**config.mk**
```make
export PLATFORM = sky130hd
export DESIGN_NAME = event_step_sequencer
export DESIGN_NICKNAME = d
export VERILOG_FILES = /design/src/event_step_sequencer_pkg.sv /design/src/event_step_sequencer.sv
export SDC_FILE = /design/constraint.sdc
export NUM_CORES = 1
export LEC_CHECK = 0
export ABC_AREA = 1
export BUFFER_PORTS_ARGS = -buffer_cell sky130_fd_sc_hd__buf_4
export CAP_MARGIN = 10
export CORE_MARGIN = 4
export CORE_UTILIZATION = 28
export CTS_BUF_LIST = sky130_fd_sc_hd__clkbuf_4
export CTS_CLUSTER_SIZE = 25
export DETAILED_ROUTE_END_ITERATION = 12
export PLACE_DENSITY = 0.47
export SYNTH_ARGS = -nofsm -noshare
export SYNTH_HDL_FRONTEND = slang
export SYNTH_SLANG_ARGS = --single-unit
```
**constraint.sdc**
```tcl
create_clock -name clk_in -period 4.9 [get_ports clk_in]
set_input_delay 0.49 -clock clk_in [delete_from_list [all_inputs] [get_ports clk_in]]
set_output_delay 0.49 -clock clk_in [all_outputs]
set_load 0.02 [all_outputs]
```
**src/event_step_sequencer_pkg.sv**
```systemverilog
// constants, register map and state type of the event step sequencer
package event_step_sequencer_pkg;

  // ---------------------------------------------------------------
  // timing
  // ---------------------------------------------------------------
  localparam int CLK_PERIOD_NS = 10;
  localparam int TICK_TIME_NS  = 10_000_000;
  localparam int TICK_CYCLES   = (TICK_TIME_NS + CLK_PERIOD_NS - 1) / CLK_PERIOD_NS;
  localparam int SCAN_TIME_NS  = 1_000_000;
  localparam int SCAN_CYCLES   = (SCAN_TIME_NS + CLK_PERIOD_NS - 1) / CLK_PERIOD_NS;

  // ---------------------------------------------------------------
  // sizes
  // ---------------------------------------------------------------
  localparam int NUM_STEPS    = 16;
  localparam int NUM_OUTS     = 16;
  localparam int MAX_SETTING  = 9999;
  localparam int NUM_COUNTERS = 64;
  localparam int ADDR_W       = 8;
  localparam int DATA_W       = 32;
  localparam int VAL_W        = 14;
  localparam int STEP_W       = 5;

  // ---------------------------------------------------------------
  // register offsets (byte addresses)
  // ---------------------------------------------------------------
  localparam logic [ADDR_W-1:0] ADDR_CTRL      = 8'h00;
  localparam logic [ADDR_W-1:0] ADDR_TIMEBASE  = 8'h04;
  localparam logic [ADDR_W-1:0] ADDR_LAST_STEP = 8'h08;
  localparam logic [ADDR_W-1:0] ADDR_OUT_MASK  = 8'h0C;
  localparam logic [ADDR_W-1:0] ADDR_STEP_CNT  = 8'h10;
  localparam logic [ADDR_W-1:0] ADDR_TICK_TMR  = 8'h14;
  localparam logic [ADDR_W-1:0] ADDR_PRESET    = 8'h18;
  localparam logic [ADDR_W-1:0] ADDR_CUR_STEP  = 8'h1C;
  localparam logic [ADDR_W-1:0] ADDR_STATUS    = 8'h20;
  localparam logic [ADDR_W-1:0] ADDR_BASE_CTR  = 8'h24;
  localparam logic [1:0]        AREA_COUNTS    = 2'h1;
  localparam logic [1:0]        AREA_PATTERN   = 2'h2;
  localparam logic [1:0]        AREA_EVENT     = 2'h3;

  // ---------------------------------------------------------------
  // field positions
  // ---------------------------------------------------------------
  localparam int CTRL_RUN_BIT   = 0;
  localparam int CTRL_RET_BIT   = 1;
  localparam int EVT_EN_BIT     = 4;
  localparam int STAT_DONE_BIT  = 0;
  localparam int STAT_STATE_LSB = 1;

  // ---------------------------------------------------------------
  // reset values
  // ---------------------------------------------------------------
  localparam logic [VAL_W-1:0]    TIMEBASE_RST  = 14'h0001;
  localparam logic [STEP_W-1:0]   LAST_STEP_RST = 5'h10;
  localparam logic [STEP_W-1:0]   PRESET_RST    = 5'h01;
  localparam logic [NUM_OUTS-1:0] OUT_MASK_RST  = 16'hFFFF;
  localparam logic [5:0]          BASE_CTR_RST  = 6'h00;

  typedef enum logic [1:0] {
    ST_PROG = 2'b00,
    ST_RUN  = 2'b01,
    ST_DONE = 2'b11
  } seq_state_t;

endpackage

```
**src/event_step_sequencer.sv**
```systemverilog
// event step sequencer: sixteen steps, timed and event transitions, register port
//
// Function
// - sixteen steps, each holding a state for all sixteen outputs.
// - one output mapping shared by all steps; each step has its own pattern.
// - one shared timebase, 0.01 s to 99.99 s per tick.
// - timed dwell equals 0.01 s times timebase times the step's count.
// - timebase and per-step count accept values up to 9999.
// - on count expiry move to the next step and drive its pattern at once.
// - sequencer evaluated exactly once per controller scan.
// - with event and count, hold while event false, count only while true.
// - each step independently uses event, time, or both.
// - fewer steps and outputs may be used; last step may be any number.
// - four consecutive counter words from a base; base status bit flags completion. The words sit at fixed offsets 0x10 to 0x1C whatever base_ctr_r holds.
// - words are step count, tick timer, preset step, current step.
// - preset word changes only on program write or reconfigure and restart.
// - last step met sets done bit, enters completed state holding last pattern.
// - completed state ignores start and jog.
// - reset or run entry leaves completion, clears bit; reset or non-retentive run entry enters preset step.
// - reset off and start on runs; start off freezes state and outputs.
// - each jog rising edge advances one step when reset is inactive.
// - reset beats start and holds the sequencer in the preset step.
// - preset step is 1 to 16, entered on reset and non-retentive run entry.
// - base counter chosen among 64 counters; the next three follow it.
// - outputs driven whenever run mode is on, from the current step.
// - non-retentive run entry clears count, timer, loads preset; retentive keeps.
// - jog advance zeroes the step timer; new step runs at once if started.
//
// The register addresses and the strobed register port are this design's own decisions.
module event_step_sequencer #(
  parameter int TICK_CYC = event_step_sequencer_pkg::TICK_CYCLES,
  parameter int SCAN_CYC = event_step_sequencer_pkg::SCAN_CYCLES
) (
  // clock and reset
  input  wire logic                                         clk_in,
  input  wire logic                                         nrst_in,
  // register port
  input  wire logic [event_step_sequencer_pkg::ADDR_W-1:0]  addr_in,
  input  wire logic [event_step_sequencer_pkg::DATA_W-1:0]  wdata_in,
  input  wire logic                                         wr_in,
  input  wire logic                                         rd_in,
  output logic      [event_step_sequencer_pkg::DATA_W-1:0]  rdata_out,
  // control program inputs
  input  wire logic                                         start_in,
  input  wire logic                                         jog_in,
  input  wire logic                                         seq_reset_in,
  input  wire logic [event_step_sequencer_pkg::NUM_OUTS-1:0] step_event_input_in,
  // sequencer outputs
  output logic      [event_step_sequencer_pkg::NUM_OUTS-1:0] step_out_out,
  output logic                                              cycle_done_bit_out,
  output logic      [event_step_sequencer_pkg::STEP_W-1:0]  current_step_out
);
  import event_step_sequencer_pkg::*;

  localparam int TICK_W = $clog2(TICK_CYC + 1);
  localparam int SCAN_W = $clog2(SCAN_CYC + 1);

  if (TICK_CYC < 1 || SCAN_CYC < 1) begin : g_bad_param
    $error("tick and scan cycle counts must be at least one");
  end

  // ---------------------------------------------------------------
  // functions
  // ---------------------------------------------------------------
  function automatic logic [3:0] step_idx(input logic [STEP_W-1:0] s);
    logic [STEP_W-1:0] t;
    t = s - 5'h01;
    return t[3:0];
  endfunction

  function automatic logic valid_step(input logic [STEP_W-1:0] s);
    return (s >= 5'h01) && (s <= 5'h10);
  endfunction

  // ---------------------------------------------------------------
  // registers
  // ---------------------------------------------------------------
  logic [VAL_W-1:0]    count_mem [NUM_STEPS];
  logic [NUM_OUTS-1:0] pattern_mem [NUM_STEPS];
  logic [4:0]          event_mem [NUM_STEPS];
  logic                run_mode_r;
  logic                retentive_r;
  logic                run_prev_r;
  logic [VAL_W-1:0]    timebase_r;
  logic [STEP_W-1:0]   last_step_r;
  logic [NUM_OUTS-1:0] out_mask_r;
  logic [5:0]          base_ctr_r;
  logic [STEP_W-1:0]   preset_r;
  logic [STEP_W-1:0]   cur_r;
  logic [STEP_W-1:0]   cur_nxt;
  logic [VAL_W-1:0]    cnt_r;
  logic [VAL_W-1:0]    cnt_nxt;
  logic [VAL_W-1:0]    tmr_r;
  logic [VAL_W-1:0]    tmr_nxt;
  logic                done_r;
  logic                done_nxt;
  seq_state_t          state_r;
  seq_state_t          state_nxt;
  logic                jog_seen_r;
  logic                tick_pend_r;
  logic [TICK_W-1:0]   tick_cnt_r;
  logic [SCAN_W-1:0]   scan_cnt_r;
  logic                scan_r;
  logic [DATA_W-1:0]   rdata_nxt;

  // ---------------------------------------------------------------
  // input synchronisers
  // ---------------------------------------------------------------
  logic [NUM_OUTS+2:0] sync1_r;
  logic [NUM_OUTS+2:0] sync2_r;
  logic                start_s;
  logic                jog_s;
  logic                rst_s;
  logic [NUM_OUTS-1:0] event_s;

  always_ff @(posedge clk_in or negedge nrst_in) begin
    if (!nrst_in) begin
      sync1_r <= '0;
      sync2_r <= '0;
    end else begin
      sync1_r <= {start_in, jog_in, seq_reset_in, step_event_input_in};
      sync2_r <= sync1_r;
    end
  end

  assign start_s = sync2_r[NUM_OUTS+2];
  assign jog_s   = sync2_r[NUM_OUTS+1];
  assign rst_s   = sync2_r[NUM_OUTS];
  assign event_s = sync2_r[NUM_OUTS-1:0];

  // ---------------------------------------------------------------
  // scan strobe and 0.01 s tick
  // ---------------------------------------------------------------
  wire scan_wrap = (scan_cnt_r == SCAN_W'(SCAN_CYC - 1));
  wire tick_wrap = (tick_cnt_r == TICK_W'(TICK_CYC - 1));

  always_ff @(posedge clk_in or negedge nrst_in) begin
    if (!nrst_in) begin
      scan_cnt_r  <= '0;
      scan_r      <= 1'b0;
      tick_cnt_r  <= '0;
      tick_pend_r <= 1'b0;
    end else begin
      scan_cnt_r  <= scan_wrap ? '0 : scan_cnt_r + SCAN_W'(1);
      scan_r      <= scan_wrap;
      tick_cnt_r  <= (tick_wrap || !run_mode_r) ? '0 : tick_cnt_r + TICK_W'(1);
      // a tick landing on the consuming scan is kept
      tick_pend_r <= (tick_wrap && run_mode_r) || (tick_pend_r && !scan_r);
    end
  end

  // ---------------------------------------------------------------
  // current step decode
  // ---------------------------------------------------------------
  wire [3:0]          idx        = step_idx(cur_r);
  wire [VAL_W-1:0]    cnt_prog   = count_mem[idx];
  wire [4:0]          evt_cfg    = event_mem[idx];
  wire                use_evt    = evt_cfg[EVT_EN_BIT];
  wire                evt_ok     = !use_evt || event_s[evt_cfg[3:0]];
  wire [VAL_W-1:0]    tb_eff     = (timebase_r == '0) ? VAL_W'(1) : timebase_r;
  wire                jog_edge   = jog_s && !jog_seen_r;
  wire                run_rise   = run_mode_r && !run_prev_r;
  wire                at_last    = (cur_r >= last_step_r);
  wire                tmr_expire = (tmr_r + VAL_W'(1)) >= tb_eff;
  wire                cnt_expire = (cnt_r + VAL_W'(1)) >= cnt_prog;
  wire [NUM_OUTS-1:0] pattern_sel = pattern_mem[idx] & out_mask_r;

  // ---------------------------------------------------------------
  // step sequencing
  // ---------------------------------------------------------------
  always_comb begin
    logic advance;
    advance   = 1'b0;
    cur_nxt   = cur_r;
    cnt_nxt   = cnt_r;
    tmr_nxt   = tmr_r;
    done_nxt  = done_r;
    state_nxt = state_r;
    if (!run_mode_r) begin
      state_nxt = ST_PROG;
    end else if (run_rise) begin
      state_nxt = ST_RUN;
      done_nxt  = 1'b0;
      if (!retentive_r || state_r == ST_DONE) begin
        cur_nxt = preset_r;
        cnt_nxt = '0;
        tmr_nxt = '0;
      end
    end else if (scan_r) begin
      if (rst_s) begin
        state_nxt = ST_RUN;
        done_nxt  = 1'b0;
        cur_nxt   = preset_r;
        cnt_nxt   = '0;
        tmr_nxt   = '0;
      end else if (state_r == ST_RUN) begin
        if (jog_edge) begin
          advance = 1'b1;
        end else if (start_s && evt_ok) begin
          if (cnt_prog == '0) begin
            advance = 1'b1;
          end else if (tick_pend_r) begin
            if (!tmr_expire) begin
              tmr_nxt = tmr_r + VAL_W'(1);
            end else if (cnt_expire) begin
              advance = 1'b1;
            end else begin
              tmr_nxt = '0;
              cnt_nxt = cnt_r + VAL_W'(1);
            end
          end
        end
      end
    end
    if (advance) begin
      tmr_nxt = '0;
      cnt_nxt = '0;
      if (at_last) begin
        state_nxt = ST_DONE;
        done_nxt  = 1'b1;
      end else begin
        cur_nxt = cur_r + STEP_W'(1);
      end
    end
  end

  always_ff @(posedge clk_in or negedge nrst_in) begin
    if (!nrst_in) begin
      state_r    <= ST_PROG;
      cur_r      <= PRESET_RST;
      cnt_r      <= '0;
      tmr_r      <= '0;
      done_r     <= 1'b0;
      run_prev_r <= 1'b0;
      jog_seen_r <= 1'b0;
    end else begin
      state_r    <= state_nxt;
      cur_r      <= cur_nxt;
      cnt_r      <= cnt_nxt;
      tmr_r      <= tmr_nxt;
      done_r     <= done_nxt;
      run_prev_r <= run_mode_r;
      jog_seen_r <= scan_r ? jog_s : jog_seen_r;
    end
  end

  // ---------------------------------------------------------------
  // outputs
  // ---------------------------------------------------------------
  always_ff @(posedge clk_in or negedge nrst_in) begin
    if (!nrst_in) begin
      step_out_out       <= '0;
      cycle_done_bit_out <= 1'b0;
      current_step_out   <= PRESET_RST;
    end else begin
      step_out_out       <= run_mode_r ? pattern_sel : '0;
      cycle_done_bit_out <= done_r;
      current_step_out   <= cur_r;
    end
  end

  // ---------------------------------------------------------------
  // register writes
  // ---------------------------------------------------------------
  wire [1:0] area     = addr_in[7:6];
  wire [3:0] area_idx = addr_in[5:2];
  wire       aligned  = (addr_in[1:0] == 2'b00);
  wire [VAL_W-1:0]  wr_val  = wdata_in[VAL_W-1:0];
  wire [STEP_W-1:0] wr_step = wdata_in[STEP_W-1:0];
  wire       wr_val_ok = (wdata_in[31:VAL_W] == '0) && (wr_val <= VAL_W'(MAX_SETTING));

  always_ff @(posedge clk_in or negedge nrst_in) begin
    if (!nrst_in) begin
      run_mode_r  <= 1'b0;
      retentive_r <= 1'b1;
      timebase_r  <= TIMEBASE_RST;
      last_step_r <= LAST_STEP_RST;
      out_mask_r  <= OUT_MASK_RST;
      base_ctr_r  <= BASE_CTR_RST;
      preset_r    <= PRESET_RST;
    end else if (wr_in && aligned) begin
      if (addr_in == ADDR_CTRL) begin
        run_mode_r  <= wdata_in[CTRL_RUN_BIT];
        retentive_r <= wdata_in[CTRL_RET_BIT];
      end else if (addr_in == ADDR_TIMEBASE && wr_val_ok) begin
        timebase_r <= wr_val;
      end else if (addr_in == ADDR_LAST_STEP && valid_step(wr_step)) begin
        last_step_r <= wr_step;
      end else if (addr_in == ADDR_OUT_MASK) begin
        out_mask_r <= wdata_in[NUM_OUTS-1:0];
      end else if (addr_in == ADDR_BASE_CTR) begin
        base_ctr_r <= wdata_in[5:0];
      end else if (addr_in == ADDR_PRESET && valid_step(wr_step)) begin
        preset_r <= wr_step;
      end
    end
  end

  always_ff @(posedge clk_in or negedge nrst_in) begin
    if (!nrst_in) begin
      for (int i = 0; i < NUM_STEPS; i++) begin
        count_mem[i]   <= '0;
        pattern_mem[i] <= '0;
        event_mem[i]   <= '0;
      end
    end else if (wr_in && aligned) begin
      if (area == AREA_COUNTS && wr_val_ok) begin
        count_mem[area_idx] <= wr_val;
      end else if (area == AREA_PATTERN) begin
        pattern_mem[area_idx] <= wdata_in[NUM_OUTS-1:0];
      end else if (area == AREA_EVENT) begin
        event_mem[area_idx] <= wdata_in[4:0];
      end
    end
  end

  // ---------------------------------------------------------------
  // register reads
  // ---------------------------------------------------------------
  always_comb begin
    rdata_nxt = '0;
    if (!rd_in || !aligned) begin
      rdata_nxt = '0;
    end else if (addr_in == ADDR_CTRL) begin
      rdata_nxt[CTRL_RUN_BIT] = run_mode_r;
      rdata_nxt[CTRL_RET_BIT] = retentive_r;
    end else if (addr_in == ADDR_TIMEBASE) begin
      rdata_nxt[VAL_W-1:0] = timebase_r;
    end else if (addr_in == ADDR_LAST_STEP) begin
      rdata_nxt[STEP_W-1:0] = last_step_r;
    end else if (addr_in == ADDR_OUT_MASK) begin
      rdata_nxt[NUM_OUTS-1:0] = out_mask_r;
    end else if (addr_in == ADDR_STEP_CNT) begin
      rdata_nxt[VAL_W-1:0] = cnt_r;
    end else if (addr_in == ADDR_TICK_TMR) begin
      rdata_nxt[VAL_W-1:0] = tmr_r;
    end else if (addr_in == ADDR_PRESET) begin
      rdata_nxt[STEP_W-1:0] = preset_r;
    end else if (addr_in == ADDR_CUR_STEP) begin
      rdata_nxt[STEP_W-1:0] = cur_r;
    end else if (addr_in == ADDR_STATUS) begin
      rdata_nxt[STAT_DONE_BIT] = done_r;
      rdata_nxt[STAT_STATE_LSB+1:STAT_STATE_LSB] = state_r;
    end else if (addr_in == ADDR_BASE_CTR) begin
      rdata_nxt[5:0] = base_ctr_r;
    end else if (area == AREA_COUNTS) begin
      rdata_nxt[VAL_W-1:0] = count_mem[area_idx];
    end else if (area == AREA_PATTERN) begin
      rdata_nxt[NUM_OUTS-1:0] = pattern_mem[area_idx];
    end else if (area == AREA_EVENT) begin
      rdata_nxt[4:0] = event_mem[area_idx];
    end
  end

  always_ff @(posedge clk_in or negedge nrst_in) begin
    if (!nrst_in) begin
      rdata_out <= '0;
    end else begin
      rdata_out <= rdata_nxt;
    end
  end
endmodule

```
* Word-level counts from Yosys, hierarchy flattened *
Index checks and enable logic that the tools add are counted.

storage, ports and cells
  register bits = 761
  input bits = 63
  output and inout bits = 54
  logic and storage cells = 329

cells by class
  add/subtract/negate cells = 6
  order comparisons = 10
  equality and inequality tests = 21
  multiplexer cells = 162
  bitwise logic cells = 10
  reductions and logical operators = 48

operators with widths
  operator                                        count
  2-to-1 mux 14 bit                               47
  bitwise mux 256 bit                             1
  2-to-1 mux 11 bit                               23
  bitwise mux 224 bit                             1
  2-to-1 mux 13 bit                               10
  binary-select mux 16 bit (select 4 bit)         2
  2-to-1 mux 16 bit                               8
  binary-select mux 14 bit (select 4 bit)         2
  2-to-1 mux 5 bit                                17
  bitwise mux 80 bit                              1
  2-to-1 mux 6 bit                                11
  demux 16 bit (select 4 bit)                     1
  demux 14 bit (select 4 bit)                     1
  binary-select mux 5 bit (select 4 bit)          2
  == test 8 x 5 -> 1 bit (second input constant)  4
  adder 14 x 1 -> 14 bit (second input constant)  2
  greater-or-equal comparator 14 bit              2
  logical NOT 14 bit                              2
  2-to-1 mux 2 bit                                11
  adder 20 x 1 -> 20 bit (second input constant)  1
  demux 5 bit (select 4 bit)                      1
  == test 20 bit (second input constant)          1
  2-to-1 mux 20 bit                               1
  logical NOT 18 bit                              1
  other kinds (44)                                104

* Depth between registers and ports, before layout *
  depth in word-level cells = 66
  gate-level depth with buffers = 37
  depth with buffers taken out = 28

* Worst setup path after synthesis *
Ideal clock, no wire load.

  path type = register to register
  from = reg cur_r[0]
  to = reg cnt_r[10]
  arrival time = 4560 ps
  data required time = 4781 ps
  slack = 221 ps
  cell stages (with the launch flop) = 36
  buffers on the path = 10
  period minus slack after synthesis = 4679 ps
  cell sequence = dfstp_2 -> buf_6 -> inv_4 -> buf_6 -> buf_4 -> buf_2 -> clkbuf_1 -> clkbuf_1 -> ha_1 -> buf_2 -> clkbuf_1 -> o21ai_0 -> o221ai_1 -> nand3_1 -> nand2_1 -> clkinv_1 -> ha_1 -> nand2_1 -> nor2_1 -> o21ai_0 -> o211ai_1 -> nand3_1 -> nand3_1 -> nand3_1 -> nand2_1 -> nand3_1 -> nand2_1 -> nand2_2 -> nand2_1 -> nand2_1 -> nor2_2 -> buf_6 -> nand2_2 -> buf_6 -> nand2_1 -> nand2_1

between the ends
  cells in the longest elaborated chain, start to end = 19
  elaborated cells on any way between the ends = 38
  those cells by class = add/sub: 1; order compare: 1; eq/ne: 4; mux: 20; bitwise: 1; reduce/logical: 11

RTL lines
  item                                                              line                                                      source
  from (decl)                                                       event_step_sequencer.sv:89                                logic [STEP_W-1:0] cur_r;
  from (signal assigned)                                            event_step_sequencer.sv:238                               cur_r <= cur_nxt;
  subtractor 4 x 1 -> 4 bit (*)                                     event_step_sequencer.sv:67                                t = s - 5'h01;
  inverter 4 -> 5 bit (implied by the code) (*)                     event_step_sequencer.sv:156, event_step_sequencer.sv:157
  binary-select mux 14 bit (select 4 bit)                           event_step_sequencer.sv:156                               wire [VAL_W-1:0] cnt_prog = count_mem[idx];
  2-to-1 mux 14 bit (implied by the code) (2 in series)             event_step_sequencer.sv:156
  greater-or-equal comparator 14 bit                                event_step_sequencer.sv:165                               wire cnt_expire = (cnt_r + VAL_W'(1)) >= cnt_prog;
  2-to-1 mux 1 bit                                                  event_step_sequencer.sv:205                               end else if (cnt_expire) begin
  2-to-1 mux 1 bit                                                  event_step_sequencer.sv:203                               if (!tmr_expire) begin
  2-to-1 mux 1 bit                                                  event_step_sequencer.sv:202                               end else if (tick_pend_r) begin
  [2 not listed]                                                    n/a
  2-to-1 mux 1 bit                                                  event_step_sequencer.sv:197                               if (jog_edge) begin
  2-to-1 mux 1 bit                                                  event_step_sequencer.sv:196                               end else if (state_r == ST_RUN) begin
  2-to-1 mux 1 bit                                                  event_step_sequencer.sv:190                               if (rst_s) begin
  2-to-1 mux 1 bit                                                  event_step_sequencer.sv:189                               end else if (scan_r) begin
  2-to-1 mux 1 bit                                                  event_step_sequencer.sv:181                               end else if (run_rise) begin
  2-to-1 mux 1 bit                                                  event_step_sequencer.sv:179                               if (!run_mode_r) begin
  inequality test 4 x 3 -> 1 bit (no line) (tied with other cells)  n/a
  AND reduction 10 bit (no line)                                    n/a
  to (signal assigned)                                              event_step_sequencer.sv:239                               cnt_r <= cnt_nxt;
  to (decl)                                                         event_step_sequencer.sv:91                                logic [VAL_W-1:0] cnt_r;

Mark *: on every way between the ends. The rest lies on a longest branch, timed or not. The select of a mux whose other input is x is not followed.
A chain may end at the register's enable or synchronous reset.

* Worst setup path after layout *
  from = reg cur_r[0]
  to = reg tmr_r[0]

between the ends
  cells in the longest elaborated chain, start to end = 19
  elaborated cells on any way between the ends = 37
  those cells by class = add/sub: 1; order compare: 1; eq/ne: 4; mux: 20; bitwise: 1; reduce/logical: 10

RTL lines
  item                                                              line                                                      source
  subtractor 4 x 1 -> 4 bit (*)                                     event_step_sequencer.sv:67
  inverter 4 -> 5 bit (implied by the code) (*)                     event_step_sequencer.sv:156, event_step_sequencer.sv:157
  binary-select mux 14 bit (select 4 bit)                           event_step_sequencer.sv:156
  2-to-1 mux 14 bit (implied by the code) (2 in series)             event_step_sequencer.sv:156
  greater-or-equal comparator 14 bit                                event_step_sequencer.sv:165
  2-to-1 mux 1 bit                                                  event_step_sequencer.sv:205
  2-to-1 mux 1 bit                                                  event_step_sequencer.sv:203
  2-to-1 mux 1 bit                                                  event_step_sequencer.sv:202
  [2 not listed]                                                    n/a
  2-to-1 mux 1 bit                                                  event_step_sequencer.sv:197
  2-to-1 mux 1 bit                                                  event_step_sequencer.sv:196
  2-to-1 mux 1 bit                                                  event_step_sequencer.sv:190
  2-to-1 mux 1 bit                                                  event_step_sequencer.sv:189
  2-to-1 mux 1 bit                                                  event_step_sequencer.sv:181
  2-to-1 mux 1 bit                                                  event_step_sequencer.sv:179
  inequality test 5 x 4 -> 1 bit (no line) (tied with other cells)  n/a
  AND reduction 9 bit (no line)                                     n/a
  to (signal assigned)                                              event_step_sequencer.sv:240                               tmr_r <= tmr_nxt;
  to (decl)                                                         event_step_sequencer.sv:93                                logic [VAL_W-1:0] tmr_r;

Marked as above.

==> results.sh <==
export IMPL_slew_violations=0
export IMPL_critPathRequiredTime_ns=6.01
export IMPL_synthCells=4718
export IMPL_worst_clock_skew_ns=0.08865
export IMPL_postRouteAntennaNets=0
export IMPL_die_area_um2=142500
export IMPL_crit_path_max_incr_delay_ns=0.70
export IMPL_gr_total_overflow=0
export IMPL_relSlewSlack_pct=24.02
export IMPL_status="complete, no violations"
export IMPL_reg2regPathDepth=26
export IMPL_gp_congestion=0.8934
export IMPL_synthArstFlopShare_pct=100.0
export IMPL_leakage_uw=0.01935
export IMPL_reg2reg_to="tmr_r[0]"
export IMPL_grt_pass1_vias=35130
export IMPL_layout_worst_path_cycle_share_pct=93.12
export IMPL_synth_common_cells="nand2_1 (1187), o21ai_0 (831), dfrtp_1 (739)"
export IMPL_min_delay_start="wdata_in[3]"
export IMPL_critPathLaunch="cur_r[0]"
export IMPL_synth_edff_count=0
export IMPL_finalSetupViolCount=0
export IMPL_ys_top_cells_by_area="dfrtp_1 (48%), nand2_1 (12%), o21ai_0 (11%)"
export IMPL_place_ws_ns=0.08982
export IMPL_synth_ff_type="dfrtp_1"
export IMPL_wire_per_inst_um=23.29
export IMPL_final_setup_tns_ns=0
export IMPL_worst_pin_slew_ns=1.140
export IMPL_track_usage_pct=21.96
export IMPL_yosysSeqAreaShare_pct=49.90
export IMPL_hold_depth=4
export IMPL_drive_gt1_share_pct=12.84
export IMPL_synth_largest_area_cell="dfrtp_1"
export IMPL_cts_buffers=212
export IMPL_yosys_warnings=0
export IMPL_synth_area_um2=38220
export IMPL_cpMostUsedCell="nand2_1"
export IMPL_clk_latency_ns=1.22
export IMPL_r2r_slack_ns=0.34
export IMPL_hold_class="input port to flop"
export IMPL_wirelength_um=159400
export IMPL_cts_buffer_depth=3
export IMPL_r2r_start="cur_r[0]"
export IMPL_cp_slowest_cell="dfstp_4"
export IMPL_start_kind="flop"
export IMPL_p_seq_share_pct=43.9
export IMPL_cts_sinks=761
export IMPL_die_width_um=377.5
export IMPL_worst_slack_ns=0.3372
export IMPL_hpwl_um=97790
export IMPL_antenna_found_initial=9
export IMPL_intPower_uw=10180
export IMPL_p_switching_uw=4807
export IMPL_vias=36540
export IMPL_period_needed_ns=4.563
export IMPL_grt_pass1_wl_um=235500
export IMPL_critPathArrivalTime_ns=5.67
export IMPL_ys_types=58
export IMPL_drc=0
export IMPL_fmax_mhz=219.2
export IMPL_cp_end_kind="flop"
export IMPL_io_buffers=100
export IMPL_die_h_um=377.5
export IMPL_via_per_inst=5.339
export IMPL_worstPathMaxFanout=27
export IMPL_drt_iter0_drc=3621
export IMPL_avgSynthCellArea_um2=8.101
export IMPL_synth_top_area_share_pct=48.38
export IMPL_syn_to_final_growth_pct=16.37
export IMPL_rows=135
export IMPL_grt_max_degree=178
export IMPL_path_class="flop to flop"
export IMPL_p_per_area_nw_per_um2=337.0
export IMPL_timing_max_cap_violations=0
export IMPL_crit_buf_inv=5
export IMPL_start_util_pct=28.21
export IMPL_worstSetupEndpoint="tmr_r[0]"
export IMPL_p_comb_share_pct=16.5
export IMPL_swShare_pct=32.07
export IMPL_cts_htree_levels=4
export IMPL_clk_pin_slew_ns=0.07
export IMPL_ir_drop_mv=0.2567
export IMPL_yosysMostFrequentCell="nand2_1"
export IMPL_nets=4998
export IMPL_core_area_um2=135500
export IMPL_pwr_share_clk_pct=39.5
export IMPL_crit_family="simple AND/OR/NAND/NOR gates"
export IMPL_cp_depth=26
export IMPL_hold_viol_final=0
export IMPL_rsz0062_at_grt="no"
export IMPL_cts_tree="yes"
export IMPL_clockRootBuffer="clkbuf_4"
export IMPL_num_io_pins=117
export IMPL_ys_ff_latch=761
export IMPL_dr_pass1_iters=6
export IMPL_fillers=14520
export IMPL_utilization_pct=32.83
-- metrics by stage --
step	instance area [µm²]	std cells	total power (µW)	hold WS, ns
CTS	44390	6831	15120	0.003982
global route	44470	6840	15740	0.04959
finish	44480	6844	14990	0.1103
floorplan	38280	4733	8028	0.1944
detailed placement	40980	6388	9071	0.3371
global placement	40980	6388	9061	0.3351
-- sequential cells by signal, summed over array words and instances, names as in the netlist, 6 cells and up --
signal        count
step_out_out     16
base_ctr_r        6
timebase_r       14
count_mem       224
pattern_mem     256
sync2_r          19
scan_cnt_r       17
rdata_out        16
cnt_r            14
tick_cnt_r       20
out_mask_r       16
sync1_r          19
tmr_r            14
event_mem        80
-- cell families (layout without fill, tap and decap cells) --
logic type	after synthesis	in the layout	share of synthesized area, %
fa+ha+maj	39	39	1.277
simple gates	1773	1773	18.84
buf+inv	582	902	6.285
xor+xnor	34	34	0.7791
flops	761	761	49.90
compound gates	1528	1528	22.92
other cells	1	26	0.009812
-- layout make-up --
cell class,count,area [µm²],share of cell area (%)
antenna,10,25.02,0.05627
clock buffer,318,2387,5.368
clock inverter,53,282.8,0.6358
inverter,220,840.8,1.891
multi-input combinational,3390,16880,37.95
sequential,761,19070,42.89
tap,1781,2228,5.010
timing repair buffer,311,2760,6.206
-- layer usage --
layer  share of wire [%]  track usage (%)
met4                 4.0            9.968
met3                 7.2            3.754
met2                  45            33.87
met5               0.010                0
met1                  44            30.14
-- worst min-delay path, delay by kind of cell --
kind	cells	cell delay (ns)
simple gates	1	0.08
buf+inv	2	0.64
compound gates	1	0.08
-- timing repair --
action,4_1_cts,5_1_grt
setup endpoints to repair,0,25
hold endpoints to repair,987,0
hold buffers,72,0
gates resized for setup,0,5
buffers inserted,0,2
-- worst min-delay path by stage --
stage                           endpoint
after floorplan            base_ctr_r[0]
after global placement        sync2_r[6]
after detailed placement      sync2_r[4]
after CTS                 out_mask_r[13]
after global routing      out_mask_r[13]
final                      out_mask_r[3]
-- cell usage in the layout (no fill, tap or decap), drive strengths merged, types with 7 or more instances in the layout --
cell type / Yosys / routed
nand3: 181 / 181
a221oi: 29 / 29
o22ai: 143 / 143
a32o: 11 / 11
diode: 0 / 10
inv: 214 / 219
nor4: 27 / 27
clkbuf: 248 / 319
o21ai: 852 / 852
nand4: 48 / 48
buf: 114 / 239
xnor2: 7 / 7
o41ai: 8 / 8
a311oi: 10 / 10
dfrtp: 739 / 739
conb: 1 / 16
dlygate4sd3: 0 / 71
a22oi: 132 / 132
nor3: 28 / 28
ha: 39 / 39
xor2: 27 / 27
o221ai: 14 / 14
dfstp: 22 / 22
nor2: 279 / 279
a31oi: 19 / 19
clkinv: 6 / 50
nand2: 1194 / 1194
a21oi: 220 / 220
o211ai: 62 / 62
-- power by group through the flow --
stage                     logic, µW  registers, µW  clock network (µW)
after floorplan                1360           6670                   0
after global placement         2370           6690                   0
after detailed placement       2380           6700                   0
after CTS                      2430           6580                6110
after global routing           2670           6600                6470
final                          2470           6590                5930
No activity file was read; power rests on OpenSTA's default activity.
